$ cat config.mk
export PLATFORM = sky130hd
export DESIGN_NAME = vicpn_top
export DESIGN_NICKNAME = d
export VERILOG_FILES = /design/src/hw/vicpn_pkg.sv /design/src/hw/vicpn_top.sv
export SDC_FILE = /design/constraint.sdc
export NUM_CORES = 1
export LEC_CHECK = 0
export ABC_AREA = 1
export ABC_CLOCK_PERIOD_IN_PS = 45400
export BUFFER_PORTS_ARGS = -buffer_cell sky130_fd_sc_hd__buf_4
export CAP_MARGIN = 5
export CORE_MARGIN = 8
export CORE_UTILIZATION = 45
export DETAILED_ROUTE_END_ITERATION = 12
export GPL_TIMING_DRIVEN = 0
export MAX_ROUTING_LAYER = met4
export PLACE_DENSITY = 0.62
export SYNTH_ARGS = -nofsm -noshare
export SYNTH_HDL_FRONTEND = slang
export SYNTH_SLANG_ARGS = --single-unit
$ cat constraint.sdc
create_clock -name core_clk -period 45.4 [get_ports core_clk]
set_input_delay 9.08 -clock core_clk [delete_from_list [all_inputs] [get_ports core_clk]]
set_output_delay 9.08 -clock core_clk [all_outputs]
set_load 0.01 [all_outputs]
$ cat src/hw/vicpn_pkg.sv
package vicpn_pkg;

  // Sizes
  localparam int NUM_SRC = 28;                       // Interrupt sources
  localparam int LVL_W   = 3;                        // Priority level width
  localparam int IDX_W   = 5;                        // Source index width
  localparam int NUM_LVL = 8;                        // Levels per kind
  localparam int BASE_W  = 16;                       // Vector base width
  localparam int NUM_K   = 2;                        // Normal and fast kinds
  localparam int K_IRQ   = 0;                        // Normal kind index
  localparam int K_FIQ   = 1;                        // Fast kind index

  // Register byte addresses
  localparam logic [31:0] ADDR_BASE  = 32'hffff_0014; // vector_table_base
  localparam logic [31:0] ADDR_IVEC  = 32'hffff_001c; // normal_vector_address
  localparam logic [31:0] ADDR_PRIO2 = 32'hffff_0028; // priority_sources_set_two
  localparam logic [31:0] ADDR_PRIO3 = 32'hffff_002c; // priority_sources_set_three
  localparam logic [31:0] ADDR_NEST  = 32'hffff_0030; // nesting_control
  localparam logic [31:0] ADDR_ISTAN = 32'hffff_003c; // normal_level_in_service
  localparam logic [31:0] ADDR_FVEC  = 32'hffff_011c; // fast_vector_address
  localparam logic [31:0] ADDR_FSTAN = 32'hffff_013c; // fast_level_in_service

  // Per-kind addresses, index 0 normal, index 1 fast
  localparam logic [NUM_K-1:0][31:0] ADDR_VEC  = {ADDR_FVEC, ADDR_IVEC};
  localparam logic [NUM_K-1:0][31:0] ADDR_STAN = {ADDR_FSTAN, ADDR_ISTAN};

  // Reset values
  localparam logic [31:0]       RST_PRIO  = 32'h0000_0000;
  localparam logic [BASE_W-1:0] RST_BASE  = 16'h0000;
  localparam logic [1:0]        RST_NEST  = 2'h0;
  localparam logic [7:0]        RST_STAN  = 8'h00;

  // Writable field masks, reserved bits read zero
  localparam logic [31:0] PRIO2_MASK = 32'h7777_7777;
  localparam logic [31:0] PRIO3_MASK = 32'h0000_0077;

  // Field positions in the priority registers
  localparam int P2_PIN3_LSB = 28;                   // ext_pin3_priority
  localparam int P2_PIN2_LSB = 24;                   // ext_pin2_priority
  localparam int P2_LA0_LSB  = 20;                   // logic_array0_priority
  localparam int P2_PIN1_LSB = 16;                   // ext_pin1_priority
  localparam int P2_PSM_LSB  = 12;                   // supply_monitor_priority
  localparam int P2_CMP_LSB  = 8;                    // comparator_priority
  localparam int P2_PIN0_LSB = 4;                    // ext_pin0_priority
  localparam int P2_SPI_LSB  = 0;                    // serial_periph_priority
  localparam int P3_PWM_LSB  = 4;                    // pulse_width_priority
  localparam int P3_LA1_LSB  = 0;                    // logic_array1_priority

  // Nesting control bits
  localparam int NEST_IRQ_BIT = 0;                   // normal_nesting_enable
  localparam int NEST_FIQ_BIT = 1;                   // fast_nesting_enable

  // Vector word layout
  localparam int VEC_IDX_LSB  = 2;
  localparam int VEC_BASE_LSB = 7;

  // Source index of each prioritised source
  localparam int SRC_TIMER2 = 4;
  localparam int SRC_PIN0   = 13;
  localparam int SRC_CMP    = 14;
  localparam int SRC_PSM    = 15;
  localparam int SRC_PIN1   = 16;
  localparam int SRC_LA0    = 17;
  localparam int SRC_PIN2   = 18;
  localparam int SRC_PIN3   = 19;
  localparam int SRC_SPI    = 20;
  localparam int SRC_PWM    = 21;
  localparam int SRC_LA1    = 22;

  // Winner of one arbitration
  typedef struct packed {
    logic             valid;                         // Some source wins
    logic [LVL_W-1:0] level;                         // Its priority level
    logic [IDX_W-1:0] idx;                           // Its source index
  } vicpn_sel_t;

endpackage : vicpn_pkg

$ cat src/hw/vicpn_top.sv
`timescale 1ns/1ps
module vicpn_top (
  input  wire logic                                        core_clk,
  input  wire logic                                        sys_rst,
  input  wire logic                                        psel,
  input  wire logic                                        penable,
  input  wire logic                                        pwrite,
  input  wire logic [31:0]                                 paddr,
  input  wire logic [31:0]                                 pwdata,
  output logic      [31:0]                                 prdata,
  output logic                                             pready,
  output logic                                             pslverr,
  input  wire logic [vicpn_pkg::NUM_SRC-1:0]               irq_req,
  input  wire logic [vicpn_pkg::NUM_SRC-1:0]               fiq_req,
  input  wire logic [vicpn_pkg::NUM_SRC*vicpn_pkg::LVL_W-1:0] other_prio,
  output logic                                             core_irq,
  output logic                                             core_fiq
);

  // Register state
  logic [31:0]                          prio2_q;      // priority_sources_set_two
  logic [31:0]                          prio3_q;      // priority_sources_set_three
  logic [vicpn_pkg::BASE_W-1:0]         base_q;       // vector_table_base
  logic [1:0]                           nest_q;       // nesting_control
  logic [vicpn_pkg::NUM_K-1:0][7:0]     stan_q;       // In-service per kind
  logic [vicpn_pkg::NUM_K-1:0][7:0]     stan_d;       // Next in-service
  logic [vicpn_pkg::NUM_SRC*vicpn_pkg::LVL_W-1:0] src_lvl; // Level of each source
  vicpn_pkg::vicpn_sel_t [vicpn_pkg::NUM_K-1:0] sel;  // Live winners
  vicpn_pkg::vicpn_sel_t [vicpn_pkg::NUM_K-1:0] cap_q; // Winners at setup
  logic [vicpn_pkg::NUM_K-1:0][31:0]    vec;          // Vector words
  logic                                 setup;        // APB setup phase
  logic                                 wr_acc;       // Write access edge
  logic                                 rd_acc;       // Read access edge
  logic                                 core_irq_q;   // Normal line
  logic                                 core_fiq_q;   // Fast line

  // APB phases; the slave answers in the first access cycle
  assign setup  = psel && !penable;
  assign pready = psel && penable;
  assign wr_acc = pready && pwrite;
  assign rd_acc = pready && !pwrite;

  // Arbitrate one kind: blocking, priority and index tie break
  function automatic vicpn_pkg::vicpn_sel_t pick(
    input logic [vicpn_pkg::NUM_SRC-1:0]                  req,
    input logic [vicpn_pkg::NUM_SRC*vicpn_pkg::LVL_W-1:0] lv,
    input logic                                           nest,
    input logic [7:0]                                     stan
  );
    vicpn_pkg::vicpn_sel_t      s;
    logic [vicpn_pkg::LVL_W-1:0] l;
    logic [vicpn_pkg::LVL_W-1:0] thr;
    s   = '0;
    thr = '0;
    // Lowest set in-service level is the blocking threshold
    for (int j = vicpn_pkg::NUM_LVL - 1; j >= 0; j--)
    begin
      if (stan[j])
      begin
        thr = vicpn_pkg::LVL_W'(j);
      end
    end
    // Descending scan so the lowest index wins ties
    for (int i = vicpn_pkg::NUM_SRC - 1; i >= 0; i--)
    begin
      l = lv[i*vicpn_pkg::LVL_W +: vicpn_pkg::LVL_W];
      if (req[i] && (!nest || stan == '0 || l < thr)
          && (!nest || !s.valid || l <= s.level))
      begin
        s.valid = 1'b1;
        s.level = l;
        s.idx   = vicpn_pkg::IDX_W'(i);
      end
    end
    return s;
  endfunction : pick

  // Per-source level: held fields or levels from the other_prio input
  for (genvar g = 0; g < vicpn_pkg::NUM_SRC; g++)
  begin : g_lvl
    if (g == vicpn_pkg::SRC_PIN3)
    begin : g_p3
      assign src_lvl[g*3 +: 3] = prio2_q[vicpn_pkg::P2_PIN3_LSB +: 3];
    end
    else if (g == vicpn_pkg::SRC_PIN2)
    begin : g_p2
      assign src_lvl[g*3 +: 3] = prio2_q[vicpn_pkg::P2_PIN2_LSB +: 3];
    end
    else if (g == vicpn_pkg::SRC_PIN1)
    begin : g_p1
      assign src_lvl[g*3 +: 3] = prio2_q[vicpn_pkg::P2_PIN1_LSB +: 3];
    end
    else if (g == vicpn_pkg::SRC_PIN0)
    begin : g_p0
      assign src_lvl[g*3 +: 3] = prio2_q[vicpn_pkg::P2_PIN0_LSB +: 3];
    end
    else if (g == vicpn_pkg::SRC_LA0)
    begin : g_la0
      assign src_lvl[g*3 +: 3] = prio2_q[vicpn_pkg::P2_LA0_LSB +: 3];
    end
    else if (g == vicpn_pkg::SRC_SPI)
    begin : g_spi
      assign src_lvl[g*3 +: 3] = prio2_q[vicpn_pkg::P2_SPI_LSB +: 3];
    end
    else if (g == vicpn_pkg::SRC_PSM)
    begin : g_psm
      assign src_lvl[g*3 +: 3] = prio2_q[vicpn_pkg::P2_PSM_LSB +: 3];
    end
    else if (g == vicpn_pkg::SRC_CMP)
    begin : g_cmp
      assign src_lvl[g*3 +: 3] = prio2_q[vicpn_pkg::P2_CMP_LSB +: 3];
    end
    else if (g == vicpn_pkg::SRC_PWM)
    begin : g_pwm
      assign src_lvl[g*3 +: 3] = prio3_q[vicpn_pkg::P3_PWM_LSB +: 3];
    end
    else if (g == vicpn_pkg::SRC_LA1)
    begin : g_la1
      assign src_lvl[g*3 +: 3] = prio3_q[vicpn_pkg::P3_LA1_LSB +: 3];
    end
    else
    begin : g_oth
      assign src_lvl[g*3 +: 3] = other_prio[g*3 +: 3];
    end
  end

  // Per kind: arbitration, vector word, in-service register
  for (genvar k = 0; k < vicpn_pkg::NUM_K; k++)
  begin : g_kind
    // Control bit k is the nesting enable of kind k
    assign sel[k] = pick((k == vicpn_pkg::K_IRQ) ? irq_req : fiq_req,
                         src_lvl, nest_q[k], stan_q[k]);
    // Base in [22:7], index in [6:2], zeros elsewhere
    assign vec[k] = {9'h000, base_q, sel[k].idx, 2'h0};

    // Clear the lowest set bit on write; vector read sets, set wins
    always_comb
    begin
      stan_d[k] = stan_q[k];
      if (wr_acc && paddr == vicpn_pkg::ADDR_STAN[k])
      begin
        stan_d[k] = stan_q[k] & (stan_q[k] - 8'h01);
      end
      if (rd_acc && paddr == vicpn_pkg::ADDR_VEC[k] && nest_q[k] && cap_q[k].valid)
      begin
        stan_d[k][cap_q[k].level] = 1'b1;
      end
    end

    // In-service register
    always_ff @(posedge core_clk)
    begin
      if (sys_rst)
      begin
        stan_q[k] <= vicpn_pkg::RST_STAN;
      end
      else
      begin
        stan_q[k] <= stan_d[k];
      end
    end
  end

  // Priority registers, reserved bits held at zero
  always_ff @(posedge core_clk)
  begin
    if (sys_rst)
    begin
      prio2_q <= vicpn_pkg::RST_PRIO;
      prio3_q <= vicpn_pkg::RST_PRIO;
    end
    else if (wr_acc && paddr == vicpn_pkg::ADDR_PRIO2)
    begin
      prio2_q <= pwdata & vicpn_pkg::PRIO2_MASK;
    end
    else if (wr_acc && paddr == vicpn_pkg::ADDR_PRIO3)
    begin
      prio3_q <= pwdata & vicpn_pkg::PRIO3_MASK;
    end
  end

  // Vector base and nesting control
  always_ff @(posedge core_clk)
  begin
    if (sys_rst)
    begin
      base_q <= vicpn_pkg::RST_BASE;
      nest_q <= vicpn_pkg::RST_NEST;
    end
    else if (wr_acc && paddr == vicpn_pkg::ADDR_BASE)
    begin
      base_q <= pwdata[vicpn_pkg::BASE_W-1:0];
    end
    else if (wr_acc && paddr == vicpn_pkg::ADDR_NEST)
    begin
      nest_q <= pwdata[1:0];
    end
  end

  // Read data and error captured in the setup cycle
  always_ff @(posedge core_clk)
  begin
    if (sys_rst)
    begin
      prdata  <= 32'h0000_0000;
      pslverr <= 1'b0;
      cap_q   <= '0;
    end
    else if (setup)
    begin
      cap_q   <= sel;
      pslverr <= 1'b0;
      if (paddr == vicpn_pkg::ADDR_BASE)
      begin
        prdata <= {16'h0000, base_q};
      end
      else if (paddr == vicpn_pkg::ADDR_IVEC)
      begin
        prdata <= vec[vicpn_pkg::K_IRQ];
      end
      else if (paddr == vicpn_pkg::ADDR_PRIO2)
      begin
        prdata <= prio2_q;
      end
      else if (paddr == vicpn_pkg::ADDR_PRIO3)
      begin
        prdata <= prio3_q;
      end
      else if (paddr == vicpn_pkg::ADDR_NEST)
      begin
        prdata <= {30'h0000_0000, nest_q};
      end
      else if (paddr == vicpn_pkg::ADDR_ISTAN)
      begin
        prdata <= {24'h00_0000, stan_q[vicpn_pkg::K_IRQ]};
      end
      else if (paddr == vicpn_pkg::ADDR_FVEC)
      begin
        prdata <= vec[vicpn_pkg::K_FIQ];
      end
      else if (paddr == vicpn_pkg::ADDR_FSTAN)
      begin
        prdata <= {24'h00_0000, stan_q[vicpn_pkg::K_FIQ]};
      end
      else
      begin
        // Unmapped address answers with an error
        prdata  <= 32'h0000_0000;
        pslverr <= 1'b1;
      end
    end
  end

  // Core lines; a fast request that wins arbitration always holds off the normal line
  always_ff @(posedge core_clk)
  begin
    if (sys_rst)
    begin
      core_irq_q <= 1'b0;
      core_fiq_q <= 1'b0;
    end
    else
    begin
      core_fiq_q <= sel[vicpn_pkg::K_FIQ].valid;
      core_irq_q <= sel[vicpn_pkg::K_IRQ].valid && !sel[vicpn_pkg::K_FIQ].valid;
    end
  end

  assign core_irq = core_irq_q;
  assign core_fiq = core_fiq_q;

  // Checks
  prio2_write_a : assert property (@(posedge core_clk) disable iff (sys_rst)
    (wr_acc && paddr == vicpn_pkg::ADDR_PRIO2) |=> prio2_q == ($past(pwdata) & vicpn_pkg::PRIO2_MASK))
    else $error("Set two priority write not stored");

  prio3_reserved_a : assert property (@(posedge core_clk) disable iff (sys_rst)
    (prio3_q & ~vicpn_pkg::PRIO3_MASK) == 32'h0000_0000)
    else $error("Set three reserved bits not zero");

  irq_clear_one_a : assert property (@(posedge core_clk) disable iff (sys_rst)
    (wr_acc && paddr == vicpn_pkg::ADDR_ISTAN && !(rd_acc))
    |=> stan_q[0] == ($past(stan_q[0]) & ~($past(stan_q[0]) & (~$past(stan_q[0]) + 8'h01))))
    else $error("Normal in-service write cleared wrong bits");

  fiq_clear_one_a : assert property (@(posedge core_clk) disable iff (sys_rst)
    (wr_acc && paddr == vicpn_pkg::ADDR_FSTAN)
    |=> stan_q[1] == ($past(stan_q[1]) & ~($past(stan_q[1]) & (~$past(stan_q[1]) + 8'h01))))
    else $error("Fast in-service write cleared wrong bits");

  irq_set_level_a : assert property (@(posedge core_clk) disable iff (sys_rst)
    (rd_acc && paddr == vicpn_pkg::ADDR_IVEC && nest_q[0] && cap_q[0].valid)
    |=> stan_q[0][$past(cap_q[0].level)])
    else $error("Normal vector read did not set level bit");

  fiq_nonest_hold_a : assert property (@(posedge core_clk) disable iff (sys_rst)
    (!nest_q[1] && !(wr_acc && paddr == vicpn_pkg::ADDR_FSTAN)) |=> $stable(stan_q[1]) || $past(nest_q[1]))
    else $error("Fast in-service changed with nesting off");

  fiq_first_a : assert property (@(posedge core_clk) disable iff (sys_rst)
    core_fiq_q |-> !core_irq_q)
    else $error("Normal line raised beside fast line");

  fvec_format_a : assert property (@(posedge core_clk) disable iff (sys_rst)
    (setup && paddr == vicpn_pkg::ADDR_FVEC)
    |=> prdata[31:23] == 9'h000 && prdata[1:0] == 2'h0 && prdata[22:7] == $past(base_q))
    else $error("Fast vector word badly formed");

  irq_block_a : assert property (@(posedge core_clk) disable iff (sys_rst)
    (sel[0].valid && nest_q[0] && stan_q[0] != 8'h00)
    |-> (8'h01 << sel[0].level) < (stan_q[0] & (~stan_q[0] + 8'h01)))
    else $error("Blocked normal level won arbitration");

  timer2_index_a : assert property (@(posedge core_clk) disable iff (sys_rst)
    (sel[1].valid && fiq_req == (28'h000_0001 << vicpn_pkg::SRC_TIMER2)) |-> sel[1].idx == 5'h04)
    else $error("Timer 2 index not encoded as four");

  fiq_set_level_a : assert property (@(posedge core_clk) disable iff (sys_rst)
    (rd_acc && paddr == vicpn_pkg::ADDR_FVEC && nest_q[1] && cap_q[1].valid)
    |=> stan_q[1][$past(cap_q[1].level)])
    else $error("Fast vector read did not set level bit");

  fiq_block_a : assert property (@(posedge core_clk) disable iff (sys_rst)
    (sel[1].valid && nest_q[1] && stan_q[1] != 8'h00)
    |-> (8'h01 << sel[1].level) < (stan_q[1] & (~stan_q[1] + 8'h01)))
    else $error("Blocked fast level won arbitration");

  irq_nonest_hold_a : assert property (@(posedge core_clk) disable iff (sys_rst)
    (!nest_q[0] && !(wr_acc && paddr == vicpn_pkg::ADDR_ISTAN)) |=> $stable(stan_q[0]))
    else $error("Normal in-service changed with nesting off");

  ivec_format_a : assert property (@(posedge core_clk) disable iff (sys_rst)
    (setup && paddr == vicpn_pkg::ADDR_IVEC)
    |=> prdata[22:7] == $past(base_q) && prdata[6:2] == $past(sel[0].idx)
        && prdata[31:23] == 9'h000 && prdata[1:0] == 2'h0)
    else $error("Normal vector word badly formed");

  base_read_a : assert property (@(posedge core_clk) disable iff (sys_rst)
    (setup && paddr == vicpn_pkg::ADDR_BASE) |=> prdata == {16'h0000, $past(base_q)})
    else $error("Vector base read badly formed");

  prio3_write_a : assert property (@(posedge core_clk) disable iff (sys_rst)
    (wr_acc && paddr == vicpn_pkg::ADDR_PRIO3) |=> prio3_q == ($past(pwdata) & vicpn_pkg::PRIO3_MASK))
    else $error("Set three priority write not stored");

  nest_write_a : assert property (@(posedge core_clk) disable iff (sys_rst)
    (wr_acc && paddr == vicpn_pkg::ADDR_NEST) |=> nest_q == $past(pwdata[1:0]))
    else $error("Nesting control write not stored");

  fiq_follow_a : assert property (@(posedge core_clk) disable iff (sys_rst)
    sel[1].valid |=> core_fiq_q)
    else $error("Fast request not delivered to core");

  irq_follow_a : assert property (@(posedge core_clk) disable iff (sys_rst)
    (sel[0].valid && !sel[1].valid) |=> core_irq_q)
    else $error("Normal request not delivered to core");

endmodule : vicpn_top

==> impl_metrics.json, run 1 <==
{
  "maxSlewHeadroom": 0.244,
  "route.detailed.drc": 0,
  "tightest_slew_ns": 1.13,
  "root_buffer": "clkbuf_16",
  "end_kind": "flip-flop",
  "finalInstanceArea_mm2": 0.0199,
  "grt_max_degree": 29,
  "setup_viol": 0,
  "dp_hpwl_um": 49600,
  "antenna_found_initial": 0,
  "syn_inst": 2452,
  "yosysTopAreaCell": "ha_1",
  "chipHeight_um": 202,
  "wire_per_inst_um": 19.5,
  "cap_violations": 0,
  "vias_per_cell": 5.77,
  "fin_ws_ns": 2.30,
  "clk_pin_slew_worst_paths_ns": 0.07,
  "rows": 68,
  "status": "completed",
  "stdcell_count": 3225,
  "hold_violations": 0,
  "cts.sinks": 104,
  "cp_data_required_time_ns": 45.68,
  "dieArea_mm2": 0.0410,
  "drive_above_1_share": 0.218,
  "synthTopCellsByArea": "ha_1, nand2_1, dfxtp_1, nand3_1, inv_1",
  "grt.overflow.total": 0,
  "place_area_mm2": 0.0179,
  "drt-initial-drc-count": 1449,
  "areaGrowthSynthToFinish_pct": 26.9,
  "crit_path_max_fanout": 8,
  "synth_flop_cell": "dfxtp_1",
  "holdCritPathClass": "reg2reg",
  "cp_slowest_stage_delay_ns": 0.34,
  "ys.warnings.count": 0,
  "multiInputGateArea_mm2": 0.0132,
  "slew_violations": 0,
  "h-tree-depth": 3,
  "arrival_ns": 43.38,
  "final_nets": 3246,
  "grtUsageTotal": 0.294,
  "diodes": 0,
  "gp_congestion": 1.00,
  "nFillCells": 3395,
  "start_util": 0.455,
  "final_cell_mix": "nand2_1, buf_4, inv_1",
  "ir_worst_vdd_v": 0.0000188,
  "layout_commonest_cell": "nand2_1",
  "drt-pass1-iter-count": 5,
  "ioPinCount": 245,
  "clock.fmax_mhz": 23.2,
  "crit_type": "in2reg",
  "cts_buffers": 9,
  "ys_async_sr_fraction": 0,
  "synth_top_area_share": 0.218,
  "place_inst": 3118,
  "cp_slowest_cell": "a311oi_1",
  "start_kind": "input port",
  "grt_pass1_wl_um": 94800,
  "yosysUniqueCellTypes": 57,
  "clock_latency_ns": 0.36,
  "yosys_register_bits": 104,
  "grt_pass1_vias": 17300,
  "die_w_um": 202,
  "finalCritPeriodShare": 0.949,
  "avgSynthCellArea_um2": 6.38,
  "cts_tree": "done",
  "p_leak_nw": 9.28,
  "synth-seq-area-share": 0.133,
  "min_period_ns": 43.10,
  "syn_area_mm2": 0.0156,
  "finalClockSkew_ns": 0.00907,
  "port_buffers": 206,
  "wl_um": 63000,
  "ant_nets": 0,
  "vias": 18600,
  "synth_edf_count": 0,
  "crit_top_cell": "nand2_1",
  "coreArea_mm2": 0.0344,
  "seq_area_mm2": 0.00208,
  "p_per_area_mw_per_mm2": 14.6,
  "cts.path.max_buffers": 2,
  "post-place-ws_ns": 0.537
}
## synthesized netlist by cell type, types with 21 or more instances
master / number
a21oi_1: 154
clkbuf_1: 40
inv_1: 285
nor3_1: 21
nand4_1: 33
and2_1: 59
nand2_1: 614
nand2_4: 21
a211oi_1: 90
o21ai_0: 49
ha_1: 272
dfxtp_1: 104
a21boi_0: 22
a311oi_1: 36
nor2_1: 187
nand2_2: 31
nand3_1: 265
o211ai_1: 27
## worst max-delay path: cells and delay by family
family | cells | cell delay, ns
buf+inv | 20 | 1.86
simple gates | 157 | 15.96
fa+ha+maj | 28 | 8.02
compound gates | 57 | 8.34
## path summary, 6_finish.rpt
kind,startpoint,end,slack (ns),cells past startpoint
worst min register to register,prdata[7],prdata[7],0.47,2
worst min-delay path,prdata[7],prdata[7],0.47,2
worst max register to register,stan_q[3],prdata[6],9.15,266
worst max-delay path,other_prio[83],prdata[6],2.30,262
## cell families after synthesis
family | count (synthesis) | share of synthesized area
flip-flops | 104 | 0.133
other | 1 | 0.000240
adder cells (fa/ha/maj) | 272 | 0.218
AO/OA/AOI/OAI | 441 | 0.183
AND/OR/NAND/NOR | 1279 | 0.379
buffers and inverters | 355 | 0.0869
## state kept, by name (all words and copies together) (netlist names)
register,count
base_q,16
core_irq,1
nest_q,2
pslverr,1
prio2_q,24
core_fiq,1
prdata,29
stan_q,16
prio3_q,6
cap_q,8
## layout make-up
cell class / instances / area share
multi-input combinational: 1996 / 0.667
sequential: 104 / 0.105
clock inverter: 6 / 0.00214
timing repair buffer: 299 / 0.116
tap: 455 / 0.0287
inverter: 306 / 0.0585
clock buffer: 10 / 0.0120
buffer: 49 / 0.0109
## per-layer routing
layer | global-route usage | share of wire | vias up | wire length, um
li1 | - | - | 9089 | -
met1 | 0.389 | 0.45 | 8642 | 28300
met2 | 0.460 | 0.45 | 747 | 28100
met3 | 0.0303 | 0.066 | 141 | 4190
met4 | 0.105 | 0.038 | 0 | 2410
met5 | - | 0 | - | 0
## metrics by stage
stage	total power, W	TNS (ns)	hold slack, ns	utilization
after global routing	0.000307	-5.92	0.486	0.578
after floorplan	0.000160	0	0.441	-
final	0.000289	0	0.470	0.578
after CTS	0.000271	0	0.469	0.528
after global placement	0.000192	0	0.455	0.517
after detailed placement	0.000197	0	0.458	0.520
## repair_timing
item,4_1_cts,5_1_grt
gates resized for setup,0,211
hold buffers,0,0
setup buffers,0,90
hold endpoints to repair,0,0
endpoints found under the setup margin,0,15
## where the power goes
group / internal (W) / switching, W
logic: 0.0000520 / 0.0000684
registers: 0.0000919 / 0.000000783
clock network: 0.0000389 / 0.0000375
total: 0.000183 / 0.000107
Note: power is estimated with default switching activity, not from simulation.
==> run 2, diff against run 1 <==
==> config.mk (replaced) <==
export PLATFORM = sky130hd
export DESIGN_NAME = vicpn_top
export DESIGN_NICKNAME = d
export VERILOG_FILES = /design/src/hw/vicpn_pkg.sv /design/src/hw/vicpn_top.sv
export SDC_FILE = /design/constraint.sdc
export NUM_CORES = 1
export LEC_CHECK = 0
export ABC_CLOCK_PERIOD_IN_PS = 54100
export BUFFER_PORTS_ARGS = -buffer_cell sky130_fd_sc_hd__buf_4
export CAP_MARGIN = 5
export CORE_MARGIN = 4
export CORE_UTILIZATION = 45
export DETAILED_ROUTE_END_ITERATION = 12
export GPL_TIMING_DRIVEN = 0
export MAX_ROUTING_LAYER = met4
export PLACE_DENSITY = 0.61
export SYNTH_ARGS = -nofsm -noshare
export SYNTH_HDL_FRONTEND = slang
export SYNTH_SLANG_ARGS = --single-unit
==> constraint.sdc (replaced) <==
create_clock -name core_clk -period 54.1 [get_ports core_clk]
set_input_delay 10.82 -clock core_clk [delete_from_list [all_inputs] [get_ports core_clk]]
set_output_delay 10.82 -clock core_clk [all_outputs]
set_load 0.01 [all_outputs]
==> run 2 against run 1 <==
  * Final cell count decreased by 5.3%
  * Area after synthesis up 8.1%
  * Synthesized cell count decreased by 7.1%
  * Sequential share of layout area down 0.35 points
  * Die area is 0.60% lower
  * Non-clock buffer count decreased by 15
  * Clock power decreased by 13%
  * Highest routed layer unchanged
==> impl_metrics.json, run 2 <==
{
  "min_period_ns": 51.94,
  "end_kind": "flip-flop",
  "die_w_um": 202,
  "finalInstanceArea_mm2": 0.0205,
  "synth-seq-area-share": 0.123,
  "wl_um": 76500,
  "syn_area_mm2": 0.0169,
  "crit_path_max_fanout": 10,
  "root_buffer": "clkbuf_16",
  "fin_ws_ns": 2.16,
  "post-place-ws_ns": -1.72,
  "synth_edf_count": 0,
  "rr_worst_depth": 218,
  "ys.warnings.count": 0,
  "syn_inst": 2277,
  "areaGrowthSynthToFinish_pct": 21.4,
  "seq_area_mm2": 0.00208,
  "avgSynthCellArea_um2": 7.43,
  "rows": 70,
  "rr_startpoint": "stan_q[5]",
  "port_buffers": 207,
  "start_util": 0.459,
  "setup_viol": 0,
  "final_cell_mix": "ha_1, buf_4, nand2_1",
  "yosys_register_bits": 104,
  "layout_commonest_cell": "ha_1",
  "final_nets": 3026,
  "clk_pin_slew_worst_paths_ns": 0.08,
  "vias_per_cell": 6.55,
  "p_per_area_mw_per_mm2": 12.5,
  "tightest_slew_ns": 1.30,
  "ctsHoldBuffers": 0,
  "synth_top_area_share": 0.201,
  "slew_violations": 0,
  "grt_pass1_wl_um": 113000,
  "crit_top_cell": "ha_1",
  "grt_max_degree": 23,
  "dp_hpwl_um": 60800,
  "multiInputGateArea_mm2": 0.0147,
  "dieArea_mm2": 0.0407,
  "totalPowerFinal_w": 0.000256,
  "grt.overflow.total": 0,
  "synth_flop_cell": "dfxtp_1",
  "nFillCells": 3609,
  "ys_async_sr_fraction": 0,
  "cts_buffers": 9,
  "ant_nets": 0,
  "hold_violations": 0,
  "start_kind": "input port",
  "largestRegisters": "prdata x29, prio2_q x24",
  "cts_tree": "done",
  "place_area_mm2": 0.0193,
  "cap_violations": 0,
  "drt-initial-drc-count": 2044,
  "critPathLaunch": "other_prio[83]",
  "wire_per_inst_um": 25.0,
  "largest_register": "prdata",
  "route.detailed.drc": 0,
  "maxSlewHeadroom": 0.128,
  "holdCritPathClass": "reg2reg",
  "cp_slowest_stage_delay_ns": 0.48,
  "synth_common_cells": "ha_1, nand2_1, nor2_1, o21ai_0, a21oi_1",
  "yosysTopAreaCell": "ha_1",
  "cp_slowest_cell": "a221o_2",
  "chipHeight_um": 202,
  "synth.most_common_cell": "ha_1",
  "vias": 20000,
  "grt_pass1_vias": 18700,
  "grtUsageTotal": 0.361,
  "diodes": 0,
  "p_leak_nw": 8.23,
  "reg2reg_slack_ns": 11.05,
  "largest_reg_flops": 29,
  "ioPinCount": 245,
  "status": "completed",
  "drt-pass1-iter-count": 6,
  "r2r_end": "cap_q[5]",
  "clock.fmax_mhz": 19.3,
  "crit_type": "in2reg",
  "cp_data_required_time_ns": 54.35,
  "antenna_found_initial": 1,
  "finalCritPeriodShare": 0.960,
  "coreArea_mm2": 0.0369,
  "clock_latency_ns": 0.36,
  "gp_congestion": 1.04,
  "h-tree-depth": 3,
  "finalClockSkew_ns": 0.0131,
  "arrival_ns": 52.19,
  "timing.hold.ws_ns": 0.459,
  "yosysUniqueCellTypes": 123,
  "cts.sinks": 104,
  "holdCritStartpoint": "prdata[25]",
  "ir_worst_vdd_v": 0.0000157,
  "synthTopCellsByArea": "ha_1, dfxtp_1, nand2_1, o21ai_0, a21oi_1",
  "cp-endpoint": "cap_q[5]",
  "drive_above_1_share": 0.200,
  "cts.path.max_buffers": 2
}
==> run 2: cell types whose count changed after synthesis, moves of 68 or more <==
cell / delta
nand2_1: -369
nand3_1: -174
inv_1: -167
o21ai_0: +116
a211oi_1: -69
nor2b_1: +68
==> run 2: layout make-up <==
type                    count  area share
plain buffers              75      0.0182
well taps                 504      0.0307
clock buffers              10      0.0112
inverters                 118      0.0216
flip-flops and latches    104       0.101
clock inverters             6     0.00293
multi-input cells        1979       0.716
repair buffers            258      0.0976
==> run 2: logic make-up (layout without fill, tap and decap cells) <==
kind of cell,after synthesis,after routing,synth area share
and+or+nand+nor,822,822,0.242
adders and majority gates,272,272,0.201
other,1,3,0.000222
muxes,45,45,0.0279
DFF,104,104,0.123
AOI/OAI and AO/OA,837,837,0.357
buffers and inverters,196,467,0.0481
==> run 2: worst max-delay path: cells and delay by family <==
kind            cells  cell delay, ns
buf+inv            18            2.38
compound gates    108           20.49
fa+ha+maj          28            7.84
mux                 7            2.45
simple gates       54            8.07
==> run 2: how the worst min path moves through the flow <==
stage,to,slack (ns),cells after the start
after global routing,prdata[29],0.47,2
after CTS,prdata[29],0.46,2
after global placement,prdata[25],0.44,2
after floorplan,base_q[3],0.45,2
after detailed placement,prdata[29],0.45,2
final,prdata[25],0.46,2
==> run 2: layer usage <==
metal	up-vias	part of all wire	global-route usage
li1	9276	-	-
met1	9617	0.43	0.477
met2	938	0.45	0.561
met3	182	0.079	0.0467
met4	0	0.048	0.146
met5	-	0	-
==> run 2: power by group <==
group | switching [W] | total (W) | internal, W
Combinational | 0.0000646 | 0.000111 | 0.0000462
Clock | 0.0000339 | 0.0000666 | 0.0000327
Sequential | 0.000000990 | 0.0000786 | 0.0000776
Total | 0.0000995 | 0.000256 | 0.000157
==> run 2: through the flow <==
step / utilization / std cells / TNS (ns)
floorplan: - / 2279 / 0
global placement: 0.518 / 2990 / -6.20
global route: 0.557 / 3054 / -1.03
detailed placement: 0.522 / 2996 / -15.49
finish: 0.557 / 3054 / 0
CTS: 0.533 / 3015 / 0
==> run 2: timing repair <==
action	in CTS	in global routing
setup endpoints to repair	11	11
pin swaps	2	25
cloned	0	0
resized for setup	16	131
buffers inserted	3	42
